==> config.mk <==
export PLATFORM = sky130hd
export DESIGN_NAME = pic_top
export DESIGN_NICKNAME = d
export VERILOG_FILES = /design/src/design/pic_top.v
export VERILOG_INCLUDE_DIRS = /design/src /design/src/pkg
export SDC_FILE = /design/constraint.sdc
export NUM_CORES = 2
export LEC_CHECK = 0
export ABC_AREA = 1
export BUFFER_PORTS_ARGS = -buffer_cell sky130_fd_sc_hd__clkbuf_2
export CORE_MARGIN = 10
export CORE_UTILIZATION = 41
export CTS_CLUSTER_SIZE = 10
export DETAILED_ROUTE_END_ITERATION = 10
export SLEW_MARGIN = 20
export SYNTH_ARGS = -nofsm -noshare
export SYNTH_HDL_FRONTEND = slang
export SYNTH_SLANG_ARGS = --single-unit
export TNS_END_PERCENT = 10
==> constraint.sdc <==
create_clock -name i_clock -period 76.2 [get_ports i_clock]
set_clock_uncertainty 0.1 [all_clocks]
set_input_delay 3.81 -clock i_clock [delete_from_list [all_inputs] [get_ports i_clock]]
set_output_delay 3.81 -clock i_clock [all_outputs]
set_load 0.005 [all_outputs]
==> src/pkg/pic_map.vh <==
// Purpose: address map, field ranges and codes of the interrupt controller
// Assumes: byte addresses on a 32-bit APB, one register per aligned word
// Notes:   included by design/pic_top.v
`ifndef PIC_MAP_VH
`define PIC_MAP_VH

// ----------------------------------------------------------------
// register byte addresses
// ----------------------------------------------------------------
`define PIC_A_SOFT    32'h0200_0000
`define PIC_A_CMPLO   32'h0200_4000
`define PIC_A_CMPHI   32'h0200_4004
`define PIC_A_CNTLO   32'h0200_BFF8
`define PIC_A_CNTHI   32'h0200_BFFC
`define PIC_A_PRIO    32'h0C00_0000
`define PIC_A_PEND0   32'h0C00_1000
`define PIC_A_PEND1   32'h0C00_1004
`define PIC_A_EN0     32'h0C00_2000
`define PIC_A_EN1     32'h0C00_2004
`define PIC_A_THR     32'h0C20_0000
`define PIC_A_CLAIM   32'h0C20_0004

// ----------------------------------------------------------------
// fields
// ----------------------------------------------------------------
// priority window: base plus four times the source number
`define PIC_PRIO_MASK 32'hFFFF_FF00
`define PIC_PRIO_IDX  7:2
`define PIC_SOFT_BIT  0
`define PIC_THR_RNG   3:0
`define PIC_ID_RNG    5:0
`define PIC_NO_SRC    6'h00

// ----------------------------------------------------------------
// reset values
// ----------------------------------------------------------------
// compare starts at its top so the timer line is quiet after reset
`define PIC_CMP_RST   64'hFFFF_FFFF_FFFF_FFFF
`define PIC_CNT_RST   64'h0000_0000_0000_0000
`define PIC_CNT_STEP  64'h0000_0000_0000_0001
`define PIC_WORD_ZERO 32'h0000_0000

// ----------------------------------------------------------------
// cause codes of the core request, highest first
// ----------------------------------------------------------------
`define PIC_CS_LOC3   3'h0
`define PIC_CS_LOC2   3'h1
`define PIC_CS_LOC1   3'h2
`define PIC_CS_LOC0   3'h3
`define PIC_CS_EXT    3'h4
`define PIC_CS_SOFT   3'h5
`define PIC_CS_TMR    3'h6
`define PIC_CS_NONE   3'h7

`endif

==> src/design/pic_top.v <==
// Purpose: platform interrupt controller with core-local timer and
//          software interrupt, reached over APB
// Assumes: one clock, synchronous active-low reset, zero-wait APB
// Notes:   external requests and direct lines are level sensitive
//
// Functional notes
// - sixteen priority levels, forty-four external sources beside core lines
// - four direct lines reach the core unarbitrated, fixed priorities
// - external sources arbitrated by programmable priority and threshold
// - sources numbered 1 to 44; DMA 32-34, pins 37-44
// - order: line3, line2, line1, line0, external, software, timer
// - no request or cause reaches the core without the global enable
// - each type also needs its own core enable bit
// - bit 0 written 1 raises software interrupt, 0 clears it
// - compare readable and writable as low and high words
// - timer count readable as low and high words
// - per-source priority word; level 0 disables, 15 highest
// - hardware sets a source's pending bit on its request
// - claim read clears pending bit of the winning source
// - one enable bit per source, freely set and cleared
// - only priority strictly above threshold is forwarded
// - claim read returns best eligible source and clears it
// - claim read gives 0 when nothing eligible is pending
// - writing the source number completes it, rearming it
`timescale 1ns/1ps
`include "pic_map.vh"

module pic_top
#(
  parameter NSRC = 44,
  parameter PW   = 4
)
(
  input  wire              i_clock,
  input  wire              i_resetn,
  input  wire              i_psel,
  input  wire              i_penable,
  input  wire              i_pwrite,
  input  wire [31:0]       i_paddr,
  input  wire [31:0]       i_pwdata,
  output wire [31:0]       o_prdata,
  output wire              o_pready,
  output wire              o_pslverr,
  input  wire [NSRC:1]     i_ext_req,
  input  wire [3:0]        i_direct_core_irq_lines,
  input  wire              i_core_glob_en,
  input  wire              i_core_meie,
  input  wire              i_core_msie,
  input  wire              i_core_mtie,
  input  wire [3:0]        i_core_local_en,
  output wire              o_ext_irq,
  output wire              o_soft_irq,
  output wire              o_timer_irq,
  output wire [3:0]        o_local_irq,
  output wire              o_irq_req,
  output wire [2:0]        o_irq_cause
);

  localparam IW = 6;

  // ----------------------------------------------------------------
  // input synchronisers
  // ----------------------------------------------------------------
  reg  [NSRC:1] req_s1_q;
  reg  [NSRC:1] req_s2_q;
  reg  [3:0]    loc_s1_q;
  reg  [3:0]    loc_s2_q;

  always @(posedge i_clock)
  begin
    if (!i_resetn)
    begin
      req_s1_q <= {NSRC{1'b0}};
      req_s2_q <= {NSRC{1'b0}};
      loc_s1_q <= 4'h0;
      loc_s2_q <= 4'h0;
    end
    else
    begin
      req_s1_q <= i_ext_req;
      req_s2_q <= req_s1_q;
      loc_s1_q <= i_direct_core_irq_lines;
      loc_s2_q <= loc_s1_q;
    end
  end

  // ----------------------------------------------------------------
  // bus decode
  // ----------------------------------------------------------------
  wire          setup = i_psel & ~i_penable;
  wire          acc   = i_psel & i_penable;
  wire          wr    = acc & i_pwrite;
  wire [IW-1:0] pidx  = i_paddr[`PIC_PRIO_IDX];

  wire a_soft  = (i_paddr == `PIC_A_SOFT);
  wire a_cmplo = (i_paddr == `PIC_A_CMPLO);
  wire a_cmphi = (i_paddr == `PIC_A_CMPHI);
  wire a_cntlo = (i_paddr == `PIC_A_CNTLO);
  wire a_cnthi = (i_paddr == `PIC_A_CNTHI);
  wire a_pend0 = (i_paddr == `PIC_A_PEND0);
  wire a_pend1 = (i_paddr == `PIC_A_PEND1);
  wire a_en0   = (i_paddr == `PIC_A_EN0);
  wire a_en1   = (i_paddr == `PIC_A_EN1);
  wire a_thr   = (i_paddr == `PIC_A_THR);
  wire a_claim = (i_paddr == `PIC_A_CLAIM);
  // word 0 of the window is reserved: no source is numbered 0
  wire a_prio  = ((i_paddr & `PIC_PRIO_MASK) == `PIC_A_PRIO) &&
                 (pidx != `PIC_NO_SRC) && (pidx <= NSRC);

  wire a_hit = a_soft | a_cmplo | a_cmphi | a_cntlo | a_cnthi |
               a_pend0 | a_pend1 | a_en0 | a_en1 | a_thr |
               a_claim | a_prio;

  // ----------------------------------------------------------------
  // core-local state: software bit, timer, compare
  // ----------------------------------------------------------------
  reg          soft_q;
  reg  [63:0]  cnt_q;
  reg  [63:0]  cmp_q;
  reg  [PW-1:0] thr_q;

  always @(posedge i_clock)
  begin
    if (!i_resetn)
    begin
      soft_q <= 1'b0;
      cnt_q  <= `PIC_CNT_RST;
      cmp_q  <= `PIC_CMP_RST;
      thr_q  <= {PW{1'b0}};
    end
    else
    begin
      if (wr && a_soft)
        soft_q <= i_pwdata[`PIC_SOFT_BIT];
      if (wr && a_cmplo)
        cmp_q[31:0] <= i_pwdata;
      if (wr && a_cmphi)
        cmp_q[63:32] <= i_pwdata;
      // a written half wins over the tick of that cycle
      if (wr && a_cntlo)
        cnt_q[31:0] <= i_pwdata;
      else if (wr && a_cnthi)
        cnt_q[63:32] <= i_pwdata;
      else
        cnt_q <= cnt_q + `PIC_CNT_STEP;
      if (wr && a_thr)
        thr_q <= i_pwdata[`PIC_THR_RNG];
    end
  end

  // ----------------------------------------------------------------
  // per-source gateway: priority, enable, pending, in service
  // ----------------------------------------------------------------
  wire [63:0]      pend_w;
  wire [63:0]      en_w;
  wire [64*PW-1:0] prio_w;
  reg  [IW-1:0]    claim_id_q;

  wire claim_go = acc & ~i_pwrite & a_claim &
                  (claim_id_q != `PIC_NO_SRC);
  wire done_go  = wr & a_claim;

  assign pend_w[0]      = 1'b0;
  assign en_w[0]        = 1'b0;
  assign prio_w[PW-1:0] = {PW{1'b0}};

  genvar g;
  generate
    for (g = 1; g < 64; g = g + 1)
    begin : g_src
      if (g <= NSRC)
      begin : g_live
        localparam [IW-1:0] ID = g;
        reg          pend_q;
        reg          busy_q;
        reg          en_q;
        reg [PW-1:0] prio_q;
        wire hit_claim = claim_go && (claim_id_q == ID);
        wire hit_done  = done_go &&
                         (i_pwdata[`PIC_ID_RNG] == ID) &&
                         (i_pwdata[31:IW] == 26'h000_0000);
        wire en_wr = wr && ((g < 32) ? a_en0 : a_en1);

        always @(posedge i_clock)
        begin
          if (!i_resetn)
          begin
            pend_q <= 1'b0;
            busy_q <= 1'b0;
            en_q   <= 1'b0;
            prio_q <= {PW{1'b0}};
          end
          else
          begin
            // a level still high at claim is the request being served
            if (hit_claim)
              pend_q <= 1'b0;
            else if (req_s2_q[g] && !busy_q)
              pend_q <= 1'b1;
            if (hit_claim)
              busy_q <= 1'b1;
            else if (hit_done)
              busy_q <= 1'b0;
            if (en_wr)
              en_q <= i_pwdata[g % 32];
            if (wr && a_prio && (pidx == ID))
              prio_q <= i_pwdata[PW-1:0];
          end
        end

        assign pend_w[g]           = pend_q;
        assign en_w[g]             = en_q;
        assign prio_w[g*PW +: PW]  = prio_q;
      end
      else
      begin : g_none
        assign pend_w[g]           = 1'b0;
        assign en_w[g]             = 1'b0;
        assign prio_w[g*PW +: PW]  = {PW{1'b0}};
      end
    end
  endgenerate

  // ----------------------------------------------------------------
  // arbiter
  // ----------------------------------------------------------------
  reg [IW-1:0] best_id;
  reg [PW-1:0] best_p;
  reg [PW-1:0] cur_p;
  integer      j;

  // scans downward with >= so the lowest number keeps a tie
  always @*
  begin
    best_id = `PIC_NO_SRC;
    best_p  = {PW{1'b0}};
    cur_p   = {PW{1'b0}};
    for (j = NSRC; j >= 1; j = j - 1)
    begin
      cur_p = prio_w[j*PW +: PW];
      if (pend_w[j] && en_w[j] && (cur_p > thr_q) &&
          (cur_p >= best_p))
      begin
        best_id = j[IW-1:0];
        best_p  = cur_p;
      end
    end
  end

  // ----------------------------------------------------------------
  // read path, captured in the setup cycle
  // ----------------------------------------------------------------
  reg [31:0] rd_d;

  always @*
  begin
    rd_d = `PIC_WORD_ZERO;
    if (a_soft)
      rd_d[`PIC_SOFT_BIT] = soft_q;
    if (a_cmplo)
      rd_d = cmp_q[31:0];
    if (a_cmphi)
      rd_d = cmp_q[63:32];
    if (a_cntlo)
      rd_d = cnt_q[31:0];
    if (a_cnthi)
      rd_d = cnt_q[63:32];
    if (a_pend0)
      rd_d = pend_w[31:0];
    if (a_pend1)
      rd_d = pend_w[63:32];
    if (a_en0)
      rd_d = en_w[31:0];
    if (a_en1)
      rd_d = en_w[63:32];
    if (a_thr)
      rd_d[PW-1:0] = thr_q;
    if (a_claim)
      rd_d[IW-1:0] = best_id;
    if (a_prio)
      rd_d[PW-1:0] = prio_w[pidx*PW +: PW];
  end

  reg [31:0] prdata_q;
  reg        err_q;

  // the claimed number is frozen at setup; the clear uses it
  always @(posedge i_clock)
  begin
    if (!i_resetn)
    begin
      prdata_q   <= `PIC_WORD_ZERO;
      err_q      <= 1'b0;
      claim_id_q <= `PIC_NO_SRC;
    end
    else if (setup)
    begin
      prdata_q   <= rd_d;
      err_q      <= ~a_hit;
      claim_id_q <= best_id;
    end
  end

  assign o_prdata  = prdata_q;
  assign o_pready  = acc;
  assign o_pslverr = acc & err_q;

  // ----------------------------------------------------------------
  // core-facing lines and fixed ordering
  // ----------------------------------------------------------------
  reg       ext_q;
  reg       tmr_q;
  reg [3:0] loc_q;
  reg       req_q;
  reg [2:0] cause_q;
  reg [2:0] cause_d;

  wire ext_any = (best_id != `PIC_NO_SRC);
  wire tmr_on  = (cnt_q >= cmp_q);
  wire [3:0] loc_ok = loc_q & i_core_local_en;

  always @*
  begin
    cause_d = `PIC_CS_NONE;
    if (loc_ok[3])
      cause_d = `PIC_CS_LOC3;
    else if (loc_ok[2])
      cause_d = `PIC_CS_LOC2;
    else if (loc_ok[1])
      cause_d = `PIC_CS_LOC1;
    else if (loc_ok[0])
      cause_d = `PIC_CS_LOC0;
    else if (ext_q && i_core_meie)
      cause_d = `PIC_CS_EXT;
    else if (soft_q && i_core_msie)
      cause_d = `PIC_CS_SOFT;
    else if (tmr_q && i_core_mtie)
      cause_d = `PIC_CS_TMR;
    if (!i_core_glob_en)
      cause_d = `PIC_CS_NONE;
  end

  always @(posedge i_clock)
  begin
    if (!i_resetn)
    begin
      ext_q   <= 1'b0;
      tmr_q   <= 1'b0;
      loc_q   <= 4'h0;
      req_q   <= 1'b0;
      cause_q <= `PIC_CS_NONE;
    end
    else
    begin
      ext_q   <= ext_any;
      tmr_q   <= tmr_on;
      loc_q   <= loc_s2_q;
      req_q   <= (cause_d != `PIC_CS_NONE);
      cause_q <= cause_d;
    end
  end

  assign o_ext_irq   = ext_q;
  assign o_soft_irq  = soft_q;
  assign o_timer_irq = tmr_q;
  assign o_local_irq = loc_q;
  assign o_irq_req   = req_q;
  assign o_irq_cause = cause_q;

endmodule

## Word level (Yosys, flattened, before mapping)

Cells that the tools add are included.

| storage, ports and cells | value |
|---|---|
| flip-flop bits (word level) | 586 |
| word-level logic and storage cells | 1156 |
| input bits | 125 |
| output and inout bits | 45 |

| operators by class | value |
|---|---|
| multiplexer cells | 198 |
| add/sub/neg operators | 1 |
| $lt $le $gt $ge | 90 |
| reduce and logical (&&, ||, !) cells | 502 |
| equality and inequality tests | 146 |
| shift-type cells | 1 |
| bitwise gates (word level) | 24 |

Operators with widths:

| cell | number |
|---|---|
| logical AND 1 bit | 366 |
| 2-to-1 mux 32 bit | 11 |
| == test 6 x 5 -> 1 bit (second input constant) | 48 |
| 2-to-1 mux 6 bit | 45 |
| variable part select 256 x 9 -> 4 bit | 1 |
| == test 6 bit (second input constant) | 39 |
| == test 32 x 28 -> 1 bit (second input constant) | 6 |
| 2-to-1 mux 4 bit | 45 |
| > comparator 4 bit | 44 |
| greater-or-equal comparator 4 bit | 43 |
| == test 32 x 26 -> 1 bit (second input constant) | 5 |
| == test 6 x 4 -> 1 bit (second input constant) | 24 |
| 2-to-1 mux 1 bit | 90 |
| nonzero test 2 bit | 44 |
| OR reduction 2 bit | 44 |
| == test 6 x 3 -> 1 bit (second input constant) | 12 |
| adder 64 x 1 -> 64 bit (second input constant) | 1 |
| greater-or-equal comparator 64 bit | 1 |
| logical NOT 1 bit | 44 |
| == test 6 x 2 -> 1 bit (second input constant) | 6 |
| logical NOT 26 bit | 1 |
| == test 24 x 20 -> 1 bit (second input constant) | 1 |
| == test 6 x 1 -> 1 bit (second input constant) | 3 |
| nonzero test 6 bit | 3 |
| 10 further kinds | 35 |

## Depth between registers and ports, before layout

| depth | value |
|---|---|
| depth after elaboration | 135 |
| mapped depth | 485 |
| gate-level depth less buffers | 475 |

## Least setup slack after synthesis

Ideal clock, no wire load.

| path | value |
|---|---|
| kind | reg-to-reg |
| start point | register thr_q[0] |
| end point | register prdata_q[3], in the netlist o_prdata[3] |
| stages on the path, launching flop included | 424 |
| period minus slack after synthesis | 46.647 ns |
| data required time | 76.034 ns |
| path buffers | 10 |
| slack | 29.553 ns |
| data arrival time | 46.481 ns |
| cell sequence | dfxtp_1 ha_1 nand2_1 nor2_1 nor2_1 nand2_1 inv_1 nand2_1 ha_1 nand2_1 inv_1 nand2_1 nand3_2 nand3_4 nand2_1 o21ai_0 ha_1 nand2_1 [388 not listed] o211ai_1 nand2_2 nand2_1 o21ai_1 ha_1 inv_1 nor2_1 o211ai_1 a31oi_1 inv_1 nand2_1 inv_1 o21ai_0 nor3_2 nand3_1 nand2_1 nand2_1 a21oi_2 |

| between the ends | value |
|---|---|
| cells in the longest elaborated chain, start to end | 135 |
| elaborated cells on any way between the ends | 264 |
| those cells by class | order compare: 87; mux: 89; reduce/logical: 88 |

RTL lines:

| element | line | text |
|---|---|---|
| from (decl) | pic_top.v:120 | `reg [PW-1:0] thr_q;` |
| from (signal assigned) | pic_top.v:129 | `thr_q <= {PW{1'b0}};` |
| from (signal assigned) | pic_top.v:147 | `` thr_q <= i_pwdata[`PIC_THR_RNG]; `` |
| > comparator 4 bit | pic_top.v:241 | `if (pend_w[j] && en_w[j] && (cur_p > thr_q) &&` |
| logical AND 1 bit (2 in series) | pic_top.v:241 |  |
| 2-to-1 mux 4 bit | pic_top.v:241 |  |
| greater-or-equal comparator 4 bit | pic_top.v:242 | `(cur_p >= best_p))` |
| logical AND 1 bit | pic_top.v:241 |  |
| 2-to-1 mux 4 bit | pic_top.v:241 |  |
| greater-or-equal comparator 4 bit | pic_top.v:242 |  |
| logical AND 1 bit | pic_top.v:241 |  |
| [118 not listed] | n/a |  |
| greater-or-equal comparator 4 bit | pic_top.v:242 |  |
| logical AND 1 bit | pic_top.v:241 |  |
| 2-to-1 mux 4 bit | pic_top.v:241 |  |
| greater-or-equal comparator 4 bit | pic_top.v:242 |  |
| logical AND 1 bit | pic_top.v:241 |  |
| 2-to-1 mux 6 bit * | pic_top.v:241 |  |
| 2-to-1 mux 6 bit * | pic_top.v:278 | `if (a_claim)` |
| 2-to-1 mux 4 bit * | pic_top.v:280 | `if (a_prio)` |
| to (signal assigned) | pic_top.v:292 | `` prdata_q <= `PIC_WORD_ZERO; `` |
| to (signal assigned) | pic_top.v:298 | `prdata_q <= rd_d;` |
| to (decl) | pic_top.v:284 | `reg [31:0] prdata_q;` |

Every way passes the cells marked *; elsewhere a longest branch is shown, timed or not.
A chain may end at the register's enable or synchronous reset.

## Worst setup path after layout

| path | value |
|---|---|
| start point | register thr_q[1] |
| end point | register prdata_q[5], in the netlist o_prdata[5] |

| between the ends | value |
|---|---|
| cells in the longest elaborated chain, start to end | 134 |
| elaborated cells on any way between the ends | 263 |
| those cells by class | order compare: 87; mux: 88; reduce/logical: 88 |

RTL lines:

| element | line |
|---|---|
| > comparator 4 bit | pic_top.v:241 |
| logical AND 1 bit (2 in series) | pic_top.v:241 |
| 2-to-1 mux 4 bit | pic_top.v:241 |
| greater-or-equal comparator 4 bit | pic_top.v:242 |
| logical AND 1 bit | pic_top.v:241 |
| 2-to-1 mux 4 bit | pic_top.v:241 |
| greater-or-equal comparator 4 bit | pic_top.v:242 |
| logical AND 1 bit | pic_top.v:241 |
| [117 not listed] | n/a |
| 2-to-1 mux 4 bit | pic_top.v:241 |
| greater-or-equal comparator 4 bit | pic_top.v:242 |
| logical AND 1 bit | pic_top.v:241 |
| 2-to-1 mux 4 bit | pic_top.v:241 |
| greater-or-equal comparator 4 bit | pic_top.v:242 |
| logical AND 1 bit | pic_top.v:241 |
| 2-to-1 mux 6 bit * | pic_top.v:241 |
| 2-to-1 mux 6 bit * | pic_top.v:278 |

Marked as above.

==> metrics.md <==
| Metric | Value |
|---|---|
| Seq/Total Area, Yosys | `30.82%` |
| Share of layout cells above drive strength 1 | `10.02%` |
| CTS buffer count | `75` |
| DP HPWL | `114.3 mm` |
| Number of synthesized flops with an enable pin | `0` |
| Final Wtd Congestion | `0.9878` |
| Status | `finished, final reports clean` |
| Final net count | `6052` |
| Vias per inst | `5.590` |
| Slew of the pin with the lowest slew margin | `1.293 ns` |
| Setup Fix Bufs, Post-CTS | `0` |
| Clk buf depth | `3` |
| Setup slack, reg-to-reg | `23.70 ns` |
| Post-CTS sizing | `0` |
| Max stage delay on crit path | `0.41 ns` |
| Clock Sinks | `586` |
| Area leader, netlist | `dfxtp_1` |
| Final Max Tran Viols | `0` |
| Synth warnings | `0` |
| Fin Hold WS | `0.3024 ns` |
| Critical path start-end classification | `reg -> reg` |
| Pleak | `0.01943 uW` |
| CTS tree | `built` |
| Detailed-route via count | `38290` |
| FP Rows | `111` |
| Overflow after GRT | `0` |
| Fill count | `9490` |
| Multi-input logic area | `0.02216 mm2` |
| Full die area | `0.1054 mm2` |
| Mean Syn Cell Area | `6.955 um2` |
| I/O pin count | `170` |
| Final setup violation count | `0` |
| Max_slew headroom | `13.25%` |
| DR WL/cell | `22.20 um` |
| Initial Utilization | `41.40%` |
| Post-synthesis register bit count | `586` |
| Syn Inst Count | `5473` |
| Most frequent cells after synthesis | `nand2_1 (984), inv_1 (889), o21ai_0 (622), dfxtp_1 (586), a21oi_1 (436)` |
| First-pass GRT wire length | `225.4 mm` |
| Clock Root Buffer | `clkbuf_16` |
| Area grow syn2layout | `11.41%` |
| DRT Pass-1 Iters | `8` |
| Worst Path Arrival | `52.98 ns` |
| DRC viols | `0` |
| Tcrit/Tclk final | `68.90%` |
| H-tree depth | `3` |
| DIE HEIGHT | `324.7 um` |
| FF/Latch Area | `0.01173 mm2` |
| Initial antenna violation count | `7` |
| WL final | `152.1 mm` |
| DR iter-0 viols | `4148` |
| Unrepaired setup endpoints after global routing | `false` |
| Top-count cell post-synth | `nand2_1` |
| PwrDens | `16.44 mW/mm2` |
| Vias in the first global route | `35020` |
| Mapped Area | `0.03807 mm2` |
| CP most frequent cell | `nand2_1` |
| Clock slew at reported path FFs | `0.06 ns` |
| Fin. Hold Viols | `0` |
| Net Count, Synth | `5958` |
| MaxCap Viol Count | `0` |
| Startpoint Class | `flop` |
| Main synth FF type | `dfxtp_1` |
| Largest fanout on the critical path | `16` |
| Worst hold path class | `reg -> reg` |
| Largest cells by area after synthesis | `dfxtp_1 (31%), ha_1 (12%), nand2_1 (9.7%)` |
| Core Region | `0.09194 mm2` |
| Setup crit end kind | `flop` |
| Yosys top cell area share | `30.82%` |
| TNS Setup | `0 ns` |
| CP required | `76.68 ns` |
| Port Buf Inserts | `169` |
| Ys async rst share | `0%` |
| Maximum number of pins on one net before global-route repair | `106` |
| Critical path buffers and inverters | `32` |
| Max Clk Rate | `0.01905 GHz` |
| Detail Route Antenna Nets | `0` |
| Cts hold-fix bufs | `0` |
| IR drop worst, VDD | `0.01424 mV` |
| Crit path max-delay family | `simple AND/OR/NAND/NOR gates` |
| Total power draw | `697.4 uW` |
| Die width | `324.7 um` |
| Tmin final | `52.50 ns` |
| Later-pin clock latency in the skew report | `0.66 ns` |
| Max stage delay cell, worst path | `o21ai_0` |
| GRT Util Overall | `27.46%` |
| Synth cell types | `60` |
[area by class of cell]
cell class,instances,area share (%)
diodes,6,0.03540
flip-flops and latches,586,27.66
clock inverters,16,0.6255
inverters,901,7.981
clock buffers,95,4.912
well taps,1243,3.667
repair buffers,217,2.868
multi-input cells,3786,52.25
[cell families after synthesis]
logic type,Yosys count,share of synthesized area [%]
buffers and inverters,1101,11.08
XOR/XNOR,35,0.8053
flip-flops,586,30.82
AND/OR/NAND/NOR,1863,22.14
AO/OA/AOI/OAI,1528,23.33
adder cells (fa/ha/maj),360,11.83
[power breakdown]
part           internal [uW]  switching (uW)  total, uW
Combinational           7.60            27.2       34.8
Sequential               311            3.05        314
Clock                    200             149        349
Total                    518             179        697
[cell usage in the layout (no fill, tap or decap), drive strengths merged, types with 11 or more instances in the layout]
master,count
a2111oi,14
a21oi,439
ha,360
o211ai,138
o2111ai,11
buf,49
nand4,35
xor2,30
nor4,38
nor3,63
nor2,305
nand3,278
dfxtp,586
o21ai,643
clkbuf,263
a31oi,34
o221ai,59
a211oi,54
clkinv,20
a221oi,19
o22ai,56
a22oi,13
inv,893
nand2,1137
[registers in the layout (all words and copies together), names as in the netlist, 4 cells and up]
register,count
cur_p,4
loc_s2_q,4
g_src.g_live.pend_q,44
loc_s1_q,4
g_src.g_live.busy_q,44
cnt_q,64
g_src.g_live.en_q,44
req_s2_q,44
cmp_q,64
o_prdata,32
claim_id_q,6
req_s1_q,44
o_local_irq,4
thr_q,4
g_src.g_live.prio_q,172
[metrics by stage]
stage	util (%)	instances	setup slack (ns)	instance area [um2]
3_5_place_dp	43.56	6733	24.17	40050
4_1_cts	46.11	6844	24.05	42390
6_report	46.13	6850	23.70	42410
3_3_place_gp	43.56	6733	25.58	40050
2_1_floorplan	-	5473	29.55	38070
5_1_grt	46.11	6845	16.92	42400
[metal layers]
layer	GRT usage (%)	part of all wire, %
met1	36.48	43
met2	42.51	43
met3	6.023	9.7
met4	11.53	4.5
met5	0	0.018
[final timing paths]
path                                   end  cells past startpoint               startpoint
hold reg to reg    req_s2_q[14]$_SDFF_PN0_                      2  req_s1_q[14]$_SDFF_PN0_
setup / recovery  o_prdata[5]$_SDFFE_PN0P_                    418    thr_q[1]$_SDFFE_PN0P_
hold / removal     req_s2_q[14]$_SDFF_PN0_                      2  req_s1_q[14]$_SDFF_PN0_
setup reg to reg  o_prdata[5]$_SDFFE_PN0P_                    418    thr_q[1]$_SDFFE_PN0P_
[worst min-delay path, cell delays in order (launching register included)]
cell	delay [ns]
dfxtp_1	0.30
nand2_1	0.04
inv_1	0.04
Note: power is estimated with default switching activity, not from simulation.
